==> src/hw/sto_defines.svh <==
`ifndef STO_DEFINES_SVH
`define STO_DEFINES_SVH
// How it works
// enabled: inputs 3 and 4 become lines A, B
// energize only while both lines are high
// self-check after every power-on reset
// fresh self-check on every entry into both-high
// outputs held off until latest check passed
// either line low disables outputs at once
// torque-off overrides every other control path
// all phase switches off, motor floats, no braking
// function off by default, jumper input enables
// one line high only raises mismatch fault
// disabled: lines are plain inputs, no effect

// ----------------------------------------
// clock and timing
// ----------------------------------------
`define STO_CLK_MHZ 20
`define STO_CHECK_TIME_NS 10000
`define STO_CHECK_CYCLES ((`STO_CHECK_TIME_NS * `STO_CLK_MHZ) / 1000)
`define STO_FB_GRACE 8'h04
`define STO_SETTLE_LAST 3'h5

// ----------------------------------------
// widths and field positions
// ----------------------------------------
`define STO_PHASE_GATES 6
`define STO_CNT_W 8
`define STO_SYNC_N 4
`define STO_SYNC_IN3 0
`define STO_SYNC_IN4 1
`define STO_SYNC_JMP 2
`define STO_SYNC_FB 3

// ----------------------------------------
// reset values
// ----------------------------------------
`define STO_GATES_RST 6'h00
`define STO_CNT_RST 8'h00
`define STO_SETTLE_RST 3'h0
`endif

==> src/hw/sto_pkg.sv <==
package sto_pkg;
    typedef enum logic [2:0] {
        STO_OFF = 3'h1,
        STO_CHECK = 3'h2,
        STO_RUN = 3'h4
    } sto_state_type;
endpackage

==> src/hw/sto_interlock.sv <==
`timescale 1ns/1ps
`default_nettype none
`include "sto_defines.svh"
module sto_interlock (
    input wire logic clk_in, // 20 MHz system clock
    input wire logic rst_n_in, // async reset, active low
    input wire logic general_input_3_in, // pin, line A when enabled
    input wire logic general_input_4_in, // pin, line B when enabled
    input wire logic jumper_enable_in, // high when jumper removed
    input wire logic kill_feedback_in, // pin, high while gate kill path is cut
    input wire logic [`STO_PHASE_GATES-1:0] phase_gate_in, // gate commands from controller
    output logic [`STO_PHASE_GATES-1:0] phase_gate_out, // gate drive to power stage
    output logic stage_enable_out, // power stage may be energized
    output logic kill_test_out, // forces gate kill during self-check
    output logic general_input_3_out, // ordinary input 3, zero when taken
    output logic general_input_4_out, // ordinary input 4, zero when taken
    output logic torque_off_enabled_out, // function enabled by jumper
    output logic check_busy_out, // self-check running
    output logic check_fail_out, // last self-check failed
    output logic mismatch_fault_out // exactly one line high while enabled
);
    // ----------------------------------------
    // input synchronisers
    // ----------------------------------------
    logic [`STO_SYNC_N-1:0] raw;
    logic [`STO_SYNC_N-1:0] syn;

    assign raw = {kill_feedback_in, jumper_enable_in, general_input_4_in, general_input_3_in};

    genvar gi;
    generate
        for (gi = 0; gi < `STO_SYNC_N; gi = gi + 1) begin : g_sync
            sto_sync u_sync (
                .clk_in(clk_in),
                .rst_n_in(rst_n_in),
                .pin_in(raw[gi]),
                .level_out(syn[gi])
            );
        end
    endgenerate

    logic en;
    logic line_a;
    logic line_b;
    logic both_high;
    logic fb;

    assign en = syn[`STO_SYNC_JMP];
    assign line_a = syn[`STO_SYNC_IN3];
    assign line_b = syn[`STO_SYNC_IN4];
    assign both_high = line_a & line_b;
    assign fb = syn[`STO_SYNC_FB];

    // ----------------------------------------
    // self-check sequencer
    // ----------------------------------------
    sto_pkg::sto_state_type state;
    sto_pkg::sto_state_type next_state;
    logic prev_both;
    logic [`STO_CNT_W-1:0] cnt;
    logic check_ok;
    logic check_done;
    logic entry;

    localparam logic [`STO_CNT_W-1:0] CHECK_LAST = `STO_CNT_W'(`STO_CHECK_CYCLES - 1);

    // prev_both is cleared while disabled so that enabling with both high also checks
    assign entry = both_high & ~prev_both;
    assign check_done = (cnt == CHECK_LAST);

    always_comb begin
        next_state = state;
        case (state)
            sto_pkg::STO_OFF: begin
                if (en && entry) begin
                    next_state = sto_pkg::STO_CHECK;
                end
            end
            sto_pkg::STO_CHECK: begin
                if (!en || !both_high) begin
                    next_state = sto_pkg::STO_OFF;
                end else if (check_done) begin
                    next_state = (check_ok && fb) ? sto_pkg::STO_RUN : sto_pkg::STO_OFF;
                end
            end
            sto_pkg::STO_RUN: begin
                if (!en || !both_high) begin
                    next_state = sto_pkg::STO_OFF;
                end
            end
            default: begin
                next_state = sto_pkg::STO_OFF;
            end
        endcase
    end

    always_ff @(posedge clk_in or negedge rst_n_in) begin
        if (!rst_n_in) begin
            state <= sto_pkg::STO_OFF;
        end else begin
            state <= next_state;
        end
    end

    always_ff @(posedge clk_in or negedge rst_n_in) begin
        if (!rst_n_in) begin
            prev_both <= 1'h0; // power-on counts as an entry into both-high
        end else begin
            prev_both <= en & both_high;
        end
    end

    always_ff @(posedge clk_in or negedge rst_n_in) begin
        if (!rst_n_in) begin
            cnt <= `STO_CNT_RST;
        end else if (state == sto_pkg::STO_CHECK && !check_done) begin
            cnt <= cnt + `STO_CNT_W'(1);
        end else begin
            cnt <= `STO_CNT_RST;
        end
    end

    // the kill path must read back as cut on every cycle of the check,
    // once the test drive has had time to return through the pin filter
    always_ff @(posedge clk_in or negedge rst_n_in) begin
        if (!rst_n_in) begin
            check_ok <= 1'h0;
        end else if (state != sto_pkg::STO_CHECK) begin
            check_ok <= 1'h1;
        end else if (!fb && cnt >= `STO_FB_GRACE) begin
            check_ok <= 1'h0;
        end
    end

    always_ff @(posedge clk_in or negedge rst_n_in) begin
        if (!rst_n_in) begin
            check_fail_out <= 1'h0;
        end else if (state == sto_pkg::STO_CHECK && next_state == sto_pkg::STO_OFF
                && check_done) begin
            check_fail_out <= 1'h1;
        end else if (next_state == sto_pkg::STO_RUN) begin
            check_fail_out <= 1'h0;
        end
    end

    // ----------------------------------------
    // output gating
    // ----------------------------------------
    logic allow;
    logic run_ok;
    logic [2:0] settle;
    logic settled;

    // the filtered jumper reads low until the filters fill, which would pass as a
    // disabled function; gates stay off until every filter holds a real level
    assign settled = (settle == `STO_SETTLE_LAST);

    always_ff @(posedge clk_in or negedge rst_n_in) begin
        if (!rst_n_in) begin
            settle <= `STO_SETTLE_RST;
        end else if (!settled) begin
            settle <= settle + 3'h1;
        end
    end

    // no other input can lift the kill: controller faults only reach the gates via allow
    assign run_ok = (state == sto_pkg::STO_RUN) & both_high;
    assign allow = settled & (~en | run_ok);

    always_ff @(posedge clk_in or negedge rst_n_in) begin
        if (!rst_n_in) begin
            phase_gate_out <= `STO_GATES_RST;
            stage_enable_out <= 1'h0;
        end else begin
            // every switch off, never a braking pattern
            phase_gate_out <= allow ? phase_gate_in : `STO_GATES_RST;
            stage_enable_out <= allow;
        end
    end

    always_ff @(posedge clk_in or negedge rst_n_in) begin
        if (!rst_n_in) begin
            kill_test_out <= 1'h0;
            check_busy_out <= 1'h0;
        end else begin
            kill_test_out <= (next_state == sto_pkg::STO_CHECK);
            check_busy_out <= (next_state == sto_pkg::STO_CHECK);
        end
    end

    always_ff @(posedge clk_in or negedge rst_n_in) begin
        if (!rst_n_in) begin
            general_input_3_out <= 1'h0;
            general_input_4_out <= 1'h0;
            torque_off_enabled_out <= 1'h0;
            mismatch_fault_out <= 1'h0;
        end else begin
            general_input_3_out <= line_a & ~en;
            general_input_4_out <= line_b & ~en;
            torque_off_enabled_out <= en;
            mismatch_fault_out <= en & (line_a ^ line_b);
        end
    end

    // ----------------------------------------
    // assertions
    // ----------------------------------------
    // helper state: cycles spent in the current check, and a kill-path miss seen in it
    logic [8:0] check_span;
    logic fail_seen;

    always_ff @(posedge clk_in or negedge rst_n_in) begin
        if (!rst_n_in) begin
            check_span <= 9'h000;
        end else if (state == sto_pkg::STO_CHECK) begin
            check_span <= check_span + 9'h001;
        end else begin
            check_span <= 9'h000;
        end
    end

    always_ff @(posedge clk_in or negedge rst_n_in) begin
        if (!rst_n_in) begin
            fail_seen <= 1'h0;
        end else if (state != sto_pkg::STO_CHECK) begin
            fail_seen <= 1'h0;
        end else if (!fb && cnt >= `STO_FB_GRACE) begin
            fail_seen <= 1'h1;
        end
    end
endmodule
`default_nettype wire

==> src/hw/sto_sync.sv <==
`timescale 1ns/1ps
`default_nettype none
// three-stage synchroniser; output moves only once stages two and three agree
module sto_sync (
    input wire logic clk_in, // system clock
    input wire logic rst_n_in, // async reset, active low
    input wire logic pin_in, // asynchronous pin level
    output logic level_out // filtered level
);
    logic s1;
    logic s2;
    logic s3;

    always_ff @(posedge clk_in or negedge rst_n_in) begin
        if (!rst_n_in) begin
            s1 <= 1'h0;
            s2 <= 1'h0;
            s3 <= 1'h0;
        end else begin
            s1 <= pin_in;
            s2 <= s1;
            s3 <= s2;
        end
    end

    always_ff @(posedge clk_in or negedge rst_n_in) begin
        if (!rst_n_in) begin
            level_out <= 1'h0;
        end else if (s2 == s3) begin
            level_out <= s3;
        end
    end
endmodule
`default_nettype wire

==> config.mk <==
export PLATFORM = sky130hd
export DESIGN_NAME = sto_interlock
export DESIGN_NICKNAME = d
export VERILOG_FILES = /design/src/hw/sto_pkg.sv /design/src/hw/sto_interlock.sv /design/src/hw/sto_sync.sv
export VERILOG_INCLUDE_DIRS = /design/src /design/src/hw
export SDC_FILE = /design/constraint.sdc
export NUM_CORES = 1
export LEC_CHECK = 0
export BUFFER_PORTS_ARGS = -buffer_cell sky130_fd_sc_hd__buf_2
export CORE_UTILIZATION = 50
export DETAILED_ROUTE_END_ITERATION = 7
export GPL_TIMING_DRIVEN = 0
export HOLD_SLACK_MARGIN = 0.06
export PLACE_DENSITY = 0.72
export SETUP_SLACK_MARGIN = 0.05
export SLEW_MARGIN = 20
export SYNTH_ARGS = -nofsm -noshare
export SYNTH_HDL_FRONTEND = slang
export SYNTH_SLANG_ARGS = --single-unit
==> constraint.sdc <==
create_clock -name clk_in -period 2.2 [get_ports clk_in]
set_clock_uncertainty 0.2 [all_clocks]
set_input_delay 0.55 -clock clk_in [delete_from_list [all_inputs] [get_ports clk_in]]
set_output_delay 0.55 -clock clk_in [all_outputs]
set_load 0.02 [all_outputs]
==> reports/summary.txt, run 1 <==
Slew @ Worst Pin = 0.916 ns
Placed Instance Area = 1880 µm²
DR pass1 iterations = 4
non-filler instance count after layout = 207
RSZ-0062 raised after global routing = no
Seq cells post-synth = 45
worst slew margin relative to its limit = 0.390
PwrDens = 734 nW/µm²
Cells after DPL = 199
Initial Util = 0.543
Mapped Cells = 130
vias in the first global route = 1076
Die Y-Extent = 60.3 µm
DRC viols = 0
Net Count, Synth = 147
post-CTS repair timing setup buffer count = 0
Worst Path Max Fanout = 2
most frequent cells in the layout = dfrtp_1 (44), buf_2 (25), nor2_1 (9)
CTS tree = yes
die area = 3630 µm²
Setup crit end kind = output port
Core Region = 3130 µm²
I/O pins = 26
total clock sinks = 45
synth warn = 0
Initial DRC Count = 17
hold buffer count at CTS = 0
IR drop worst, VDD = 0.000445 V
GRT overflow = 0
initial antenna violation count = 0
Hold Slack = 0.0874 ns
average routed wire per standard cell = 12.3 µm
die width = 60.3 µm
Max Cap Viol = 0
final design utilization = 0.622
CTS Root Cell = clkbuf_4
Layout Nets = 179
CP Data Required Time = 1.45 ns
GRT Util Overall = 0.169
Distinct cells, synth = 32
Post-DP HPWL = 1820 µm
largest net degree at the start of global routing = 46
ant diodes = 0
layout cell share with drive strength beyond 1 = 0.258
Crit Path Class = reg -> out
crit share post-route = 0.805
filler cell count in the final layout = 257
Via Count = 1072
min-delay worst type = in -> reg
post-CTS sizing = 0
Layout area overhead = 14.6%
Setup crit start kind = flop
Leakage = 0.000894 µW
worst skew pair latency = 0.36 ns
Seq/Total Area, Yosys = 0.664
number of synthesized flops with an enable pin = 0
commonest non-fill, non-tap cell in the layout = dfrtp_1
syn_area_per_cell = 13.1 µm²
Max Slew Vio Count = 0
clock buffer depth = 2
first-pass GRT wire length = 4370 µm
endpoints failing hold = 0
setup violators final = 0
Clk pin slew, worst setup/hold paths = 0.13 ns
run status = completed
FMAX = 565 MHz
# port buffers = 25
CP arrival = 1.02 ns
Layout Cell Area excl Fill = 1950 µm²
asr flop ratio synth = 1.00
Tmin final = 1.77 ns
Detail Route Antenna Nets = 0
H-tree depth = 2
final WL = 2540 µm
row count = 20
setup TNS = 0 ns
GPL Wtd Cong = 0.762
Num CTS Buffers = 5
Main synth FF type = dfrtp_1
vias per cell = 5.18
Cell Area, Synth = 1700 µm²
[routing by layer]
metal / vias to the layer above / track usage / wire [µm]
met5: - / 0 / 0
met4: 0 / 0.0930 / 49
met3: 7 / 0.0411 / 124
met2: 28 / 0.301 / 1300
met1: 530 / 0.181 / 1060
li1: 507 / - / -
[sequential cells by signal (all words and copies together) (netlist names)]
name and cells:
cnt 8, phase_gate_out 6, g_sync.u_sync.level_out 4, g_sync.u_sync.s1 4, g_sync.u_sync.s2 4, g_sync.u_sync.s3 4, settle 3, state 3
check_busy_out 1, check_fail_out 1, check_ok 1, general_input_3_out 1, general_input_4_out 1, mismatch_fault_out 1, prev_both 1, stage_enable_out 1
torque_off_enabled_out 1
[cell type report]
cell class / count / area (µm²) / share of cell area
well taps: 44 / 55.1 / 0.0283
inverters: 6 / 22.5 / 0.0116
flip-flops and latches: 45 / 1130 / 0.579
plain buffers: 3 / 26.3 / 0.0135
multi-input cells: 76 / 522 / 0.268
clock buffers: 6 / 51.3 / 0.0264
repair buffers: 25 / 125 / 0.0643
clock inverters: 2 / 16.3 / 0.00836
[metrics by stage]
| step | setup slack, ns | power [µW] |
|---|---|---|
| global placement | 0.526 | 1020 |
| finish | 0.429 | 1430 |
| CTS | 0.420 | 1440 |
| detailed placement | 0.488 | 1030 |
| global route | 0.362 | 1490 |
| floorplan | 0.647 | 972 |
[worst max-delay path, cell delays in order, from the launching register on]
cell and delay, ns:
dfrtp_1 0.40, buf_4 0.12, buf_2 0.14
[Yosys cell counts, types with 2 or more instances]
cell       n  area [µm²]
nor3_1     2        10.0
maj3_1     4        40.0
nor2b_1    2        12.5
a211oi_1   3        22.5
or3_1      3        18.8
ha_1       5        62.6
inv_1      6        22.5
and2_1     7        43.8
nand2_1    6        22.5
a21oi_1    7        35.0
dfrtp_1   44        1100
nand4_1    3        18.8
nand3_1    3        15.0
nor3b_1    2        15.0
xor2_1     3        26.3
nor2_1     9        33.8
o21ai_0    5        25.0
buf_4      2        15.0
[power breakdown]
part	internal (µW)	switching (µW)
Combinational	46.3	69.8
Clock	160	260
Sequential	870	21.9
[cell families after synthesis]
logic type / Yosys count / synth area share
compound gates: 19 / 0.0671
xor+xnor: 4 / 0.0206
fa+ha+maj: 9 / 0.0604
buf+inv: 9 / 0.0287
flops: 45 / 0.664
simple gates: 44 / 0.159
[final timing paths]
kind / start / end / slack, ns / cells past startpoint
min: jumper_enable_in / g_sync[2].u_sync.s1$_DFF_PN0_ / 0.09 / 1
min in group asynchronous: rst_n_in / general_input_3_out$_DFF_PN0_ / 0.11 / 1
max in group asynchronous: rst_n_in / cnt[4]$_DFF_PN0_ / 1.12 / 1
max: check_busy_out$_DFF_PN0_ / kill_test_out / 0.43 / 2
max reg2reg: cnt[3]$_DFF_PN0_ / check_busy_out$_DFF_PN0_ / 0.50 / 4
min reg2reg: g_sync[0].u_sync.s1$_DFF_PN0_ / g_sync[0].u_sync.s2$_DFF_PN0_ / 0.16 / 0
No activity file was read; power rests on OpenSTA's default activity.
==> run 2, diff against run 1 <==
Settings changed: ABC_AREA set to 1, CORE_UTILIZATION 50 to 49, PLACE_DENSITY 0.72 to 0.73.
Clock period 2.2 ns to 1.55 ns, I/O delays scaled along.
==> reports/summary.txt, run 2 <==
failing checks = negative hold slack, negative setup slack
Worst Path Max Fanout = 3
Top delay family on crit path = simple AND/OR/NAND/NOR gates
Slowest Stage Delay on Critical Path = 0.43 ns
Initial DRC Count = 25
Num CTS Buffers = 5
DR pass1 iterations = 4
clock buffer depth = 2
worst-path cell chain = ha_4 > nand2_2 > nor3_2 > nand2_1 > o21ai_2 > a21oi_1
top-count cell post-synth = dfrtp_1
Layout Cell Area excl Fill = 2350 µm²
average routed wire per standard cell = 13.0 µm
post-route worst setup slack = -0.0709 ns
synth warn = 0
Main synth FF type = dfrtp_1
H-tree depth = 2
non-filler instance count after layout = 259
Setup crit start kind = flop
run status = complete, but fails checks
Worst path depth = 6
Clk pin slew, worst setup/hold paths = 0.13 ns
worst r2r path cells = 6
Seq/Total Area, Yosys = 0.653
Tmin final = 1.62 ns
largest net degree at the start of global routing = 46
CTS tree = yes
CP Data Required Time = 1.58 ns
Leakage = 0.00113 µW
layout cell share with drive strength beyond 1 = 0.366
GRT Util Overall = 0.167
Power Total = 2090 µW
CP arrival = 1.66 ns
GPL Wtd Cong = 0.816
Hold Slack = -0.0182 ns
Cells after DPL = 230
min-delay worst type = in -> async
# port buffers = 25
Layout Nets = 229
vias per cell = 4.92
CTS Root Cell = clkbuf_4
number of synthesized flops with an enable pin = 0
total clock sinks = 45
crit share post-route = 1.05
Max Cap Viol = 0
reg-to-reg setup timing slack = -0.07 ns
asr flop ratio synth = 1.00
Core Region = 3360 µm²
Crit-path slowest cell = dfrtp_1
Post-DP HPWL = 1950 µm
GRT overflow = 0
vias in the first global route = 1121
RSZ-0062 raised after global routing = yes
hold buffer count at CTS = 10
worst slew margin relative to its limit = 0.355
max reg flops = 8
most frequent cells after synthesis = dfrtp_1 (44), inv_1 (27), nor2_1 (25)
Detail Route Antenna Nets = 0
IR drop worst, VDD = 0.000840 V
Via Count = 1274
DRC viols = 0
final WL = 3360 µm
endpoints failing hold = 44
Layout area overhead = 36.0%
commonest non-fill, non-tap cell in the layout = dfrtp_1
row count = 21
PwrDens = 889 nW/µm²
Synth top area share = 0.638
Reg with most FFs = cnt
die width = 61.4 µm
Mapped Cells = 159
terminus of the critical flop-to-flop path = cnt[6]$_DFF_PN0_
buffers and inverters on the worst path = 0
setup violators final = 2
Initial Util = 0.513
Distinct cells, synth = 23
initial antenna violation count = 0
Die Y-Extent = 61.4 µm
Setup crit end kind = flop
FMAX = 617 MHz
largest area contributor in the netlist = dfrtp_1
worst skew pair latency = 0.35 ns
Seq cells post-synth = 45
syn_area_per_cell = 10.9 µm²
Crit Path Class = reg -> reg
I/O pins = 26
Slew @ Worst Pin = 0.968 ns
first-pass GRT wire length = 4490 µm
Net Count, Synth = 176
Max Slew Vio Count = 0
biggest regs = cnt x8, phase_gate_out x6
most frequent cells in the layout = dfrtp_1 (41), inv_1 (26), nor2_1 (21)
Cell Area, Synth = 1730 µm²
Synth area leaders = dfrtp_1 (64%), inv_1 (5.9%), nor2_1 (5.4%)
Placed Instance Area = 1910 µm²
die area = 3770 µm²
ant diodes = 0
Critical R2R Launch = cnt[0]$_DFF_PN0_
## run 2: cell types whose count changed after synthesis, sizes merged, moves of 3 or more
cell    previous run  this run
inv                6        29
nor2               9        28
nand2              6        18
nand3              3        13
and2               7         0
or3                4         0
a211oi             3         0
a21oi              7         4
## run 2: how the worst max path moves through the flow
stage	start	to	slack (ns)
finish	cnt[0]$_DFF_PN0_	cnt[6]$_DFF_PN0_	-0.07
global route	cnt[0]$_DFF_PN0_	cnt[6]$_DFF_PN0_	-0.12
CTS	check_busy_out$_DFF_PN0_	kill_test_out	-0.03
detailed placement	cnt[0]$_DFF_PN0_	cnt[6]$_DFF_PN0_	-0.06
global placement	cnt[0]$_DFF_PN0_	check_fail_out$_DFFE_PN0P_	0.03
floorplan	cnt[0]$_DFF_PN0_	check_fail_out$_DFFE_PN0P_	0.11
## run 2: what timing repair did
item                                   4_1_cts  5_1_grt
setup endpoints to repair                   15       31
resized for setup                            7       50
pin swaps                                    1       16
endpoints found under the hold margin       54       44
setup buffers                                3        9
## run 2: logic make-up (layout without fill, tap and decap cells)
kind of cell	after synthesis	after routing	synth area share
DFF	45	45	0.653
xor gates and xnor gates	2	2	0.0101
adders and majority gates	9	9	0.0594
buffers and inverters	30	84	0.0674
and+or+nand+nor	62	62	0.176
AOI/OAI and AO/OA	11	11	0.0341
## run 2: where the power goes
part           switching (µW)  leakage [µW]  internal [µW]
clock network             381     0.0000316            180
logic                     133      0.000546            122
registers                36.3      0.000552           1240
## run 2: per-layer routing
layer | global-route usage | vias to the layer above | routed length (µm)
met2 | 0.286 | 36 | 1750
met1 | 0.197 | 636 | 1390
met3 | 0.0441 | 12 | 133
met4 | 0.0762 | 0 | 85
met5 | 0 | - | 0
li1 | - | 590 | -
## run 2: through the flow
stage | worst slack (ns) | utilization | hold slack (ns) | TNS, ns
global route | -0.124 | 0.698 | 0.0384 | -0.191
floorplan | 0.112 | - | -0.108 | 0
detailed placement | -0.0642 | 0.568 | 0.135 | -0.0642
finish | -0.0709 | 0.698 | -0.0182 | -0.0878
CTS | -0.0266 | 0.629 | 0.00714 | -0.0266
global placement | 0.0342 | 0.568 | 0.134 | 0
## run 2: cell type report
cell class / count / area [µm²]
multi-input cells: 84 / 584
clock inverters: 3 / 21.3
flip-flops and latches: 45 / 1130
well taps: 46 / 57.6
repair buffers: 46 / 397
clock buffers: 5 / 37.5
plain buffers: 1 / 11.3
fillers: 249 / 1010
inverters: 29 / 109
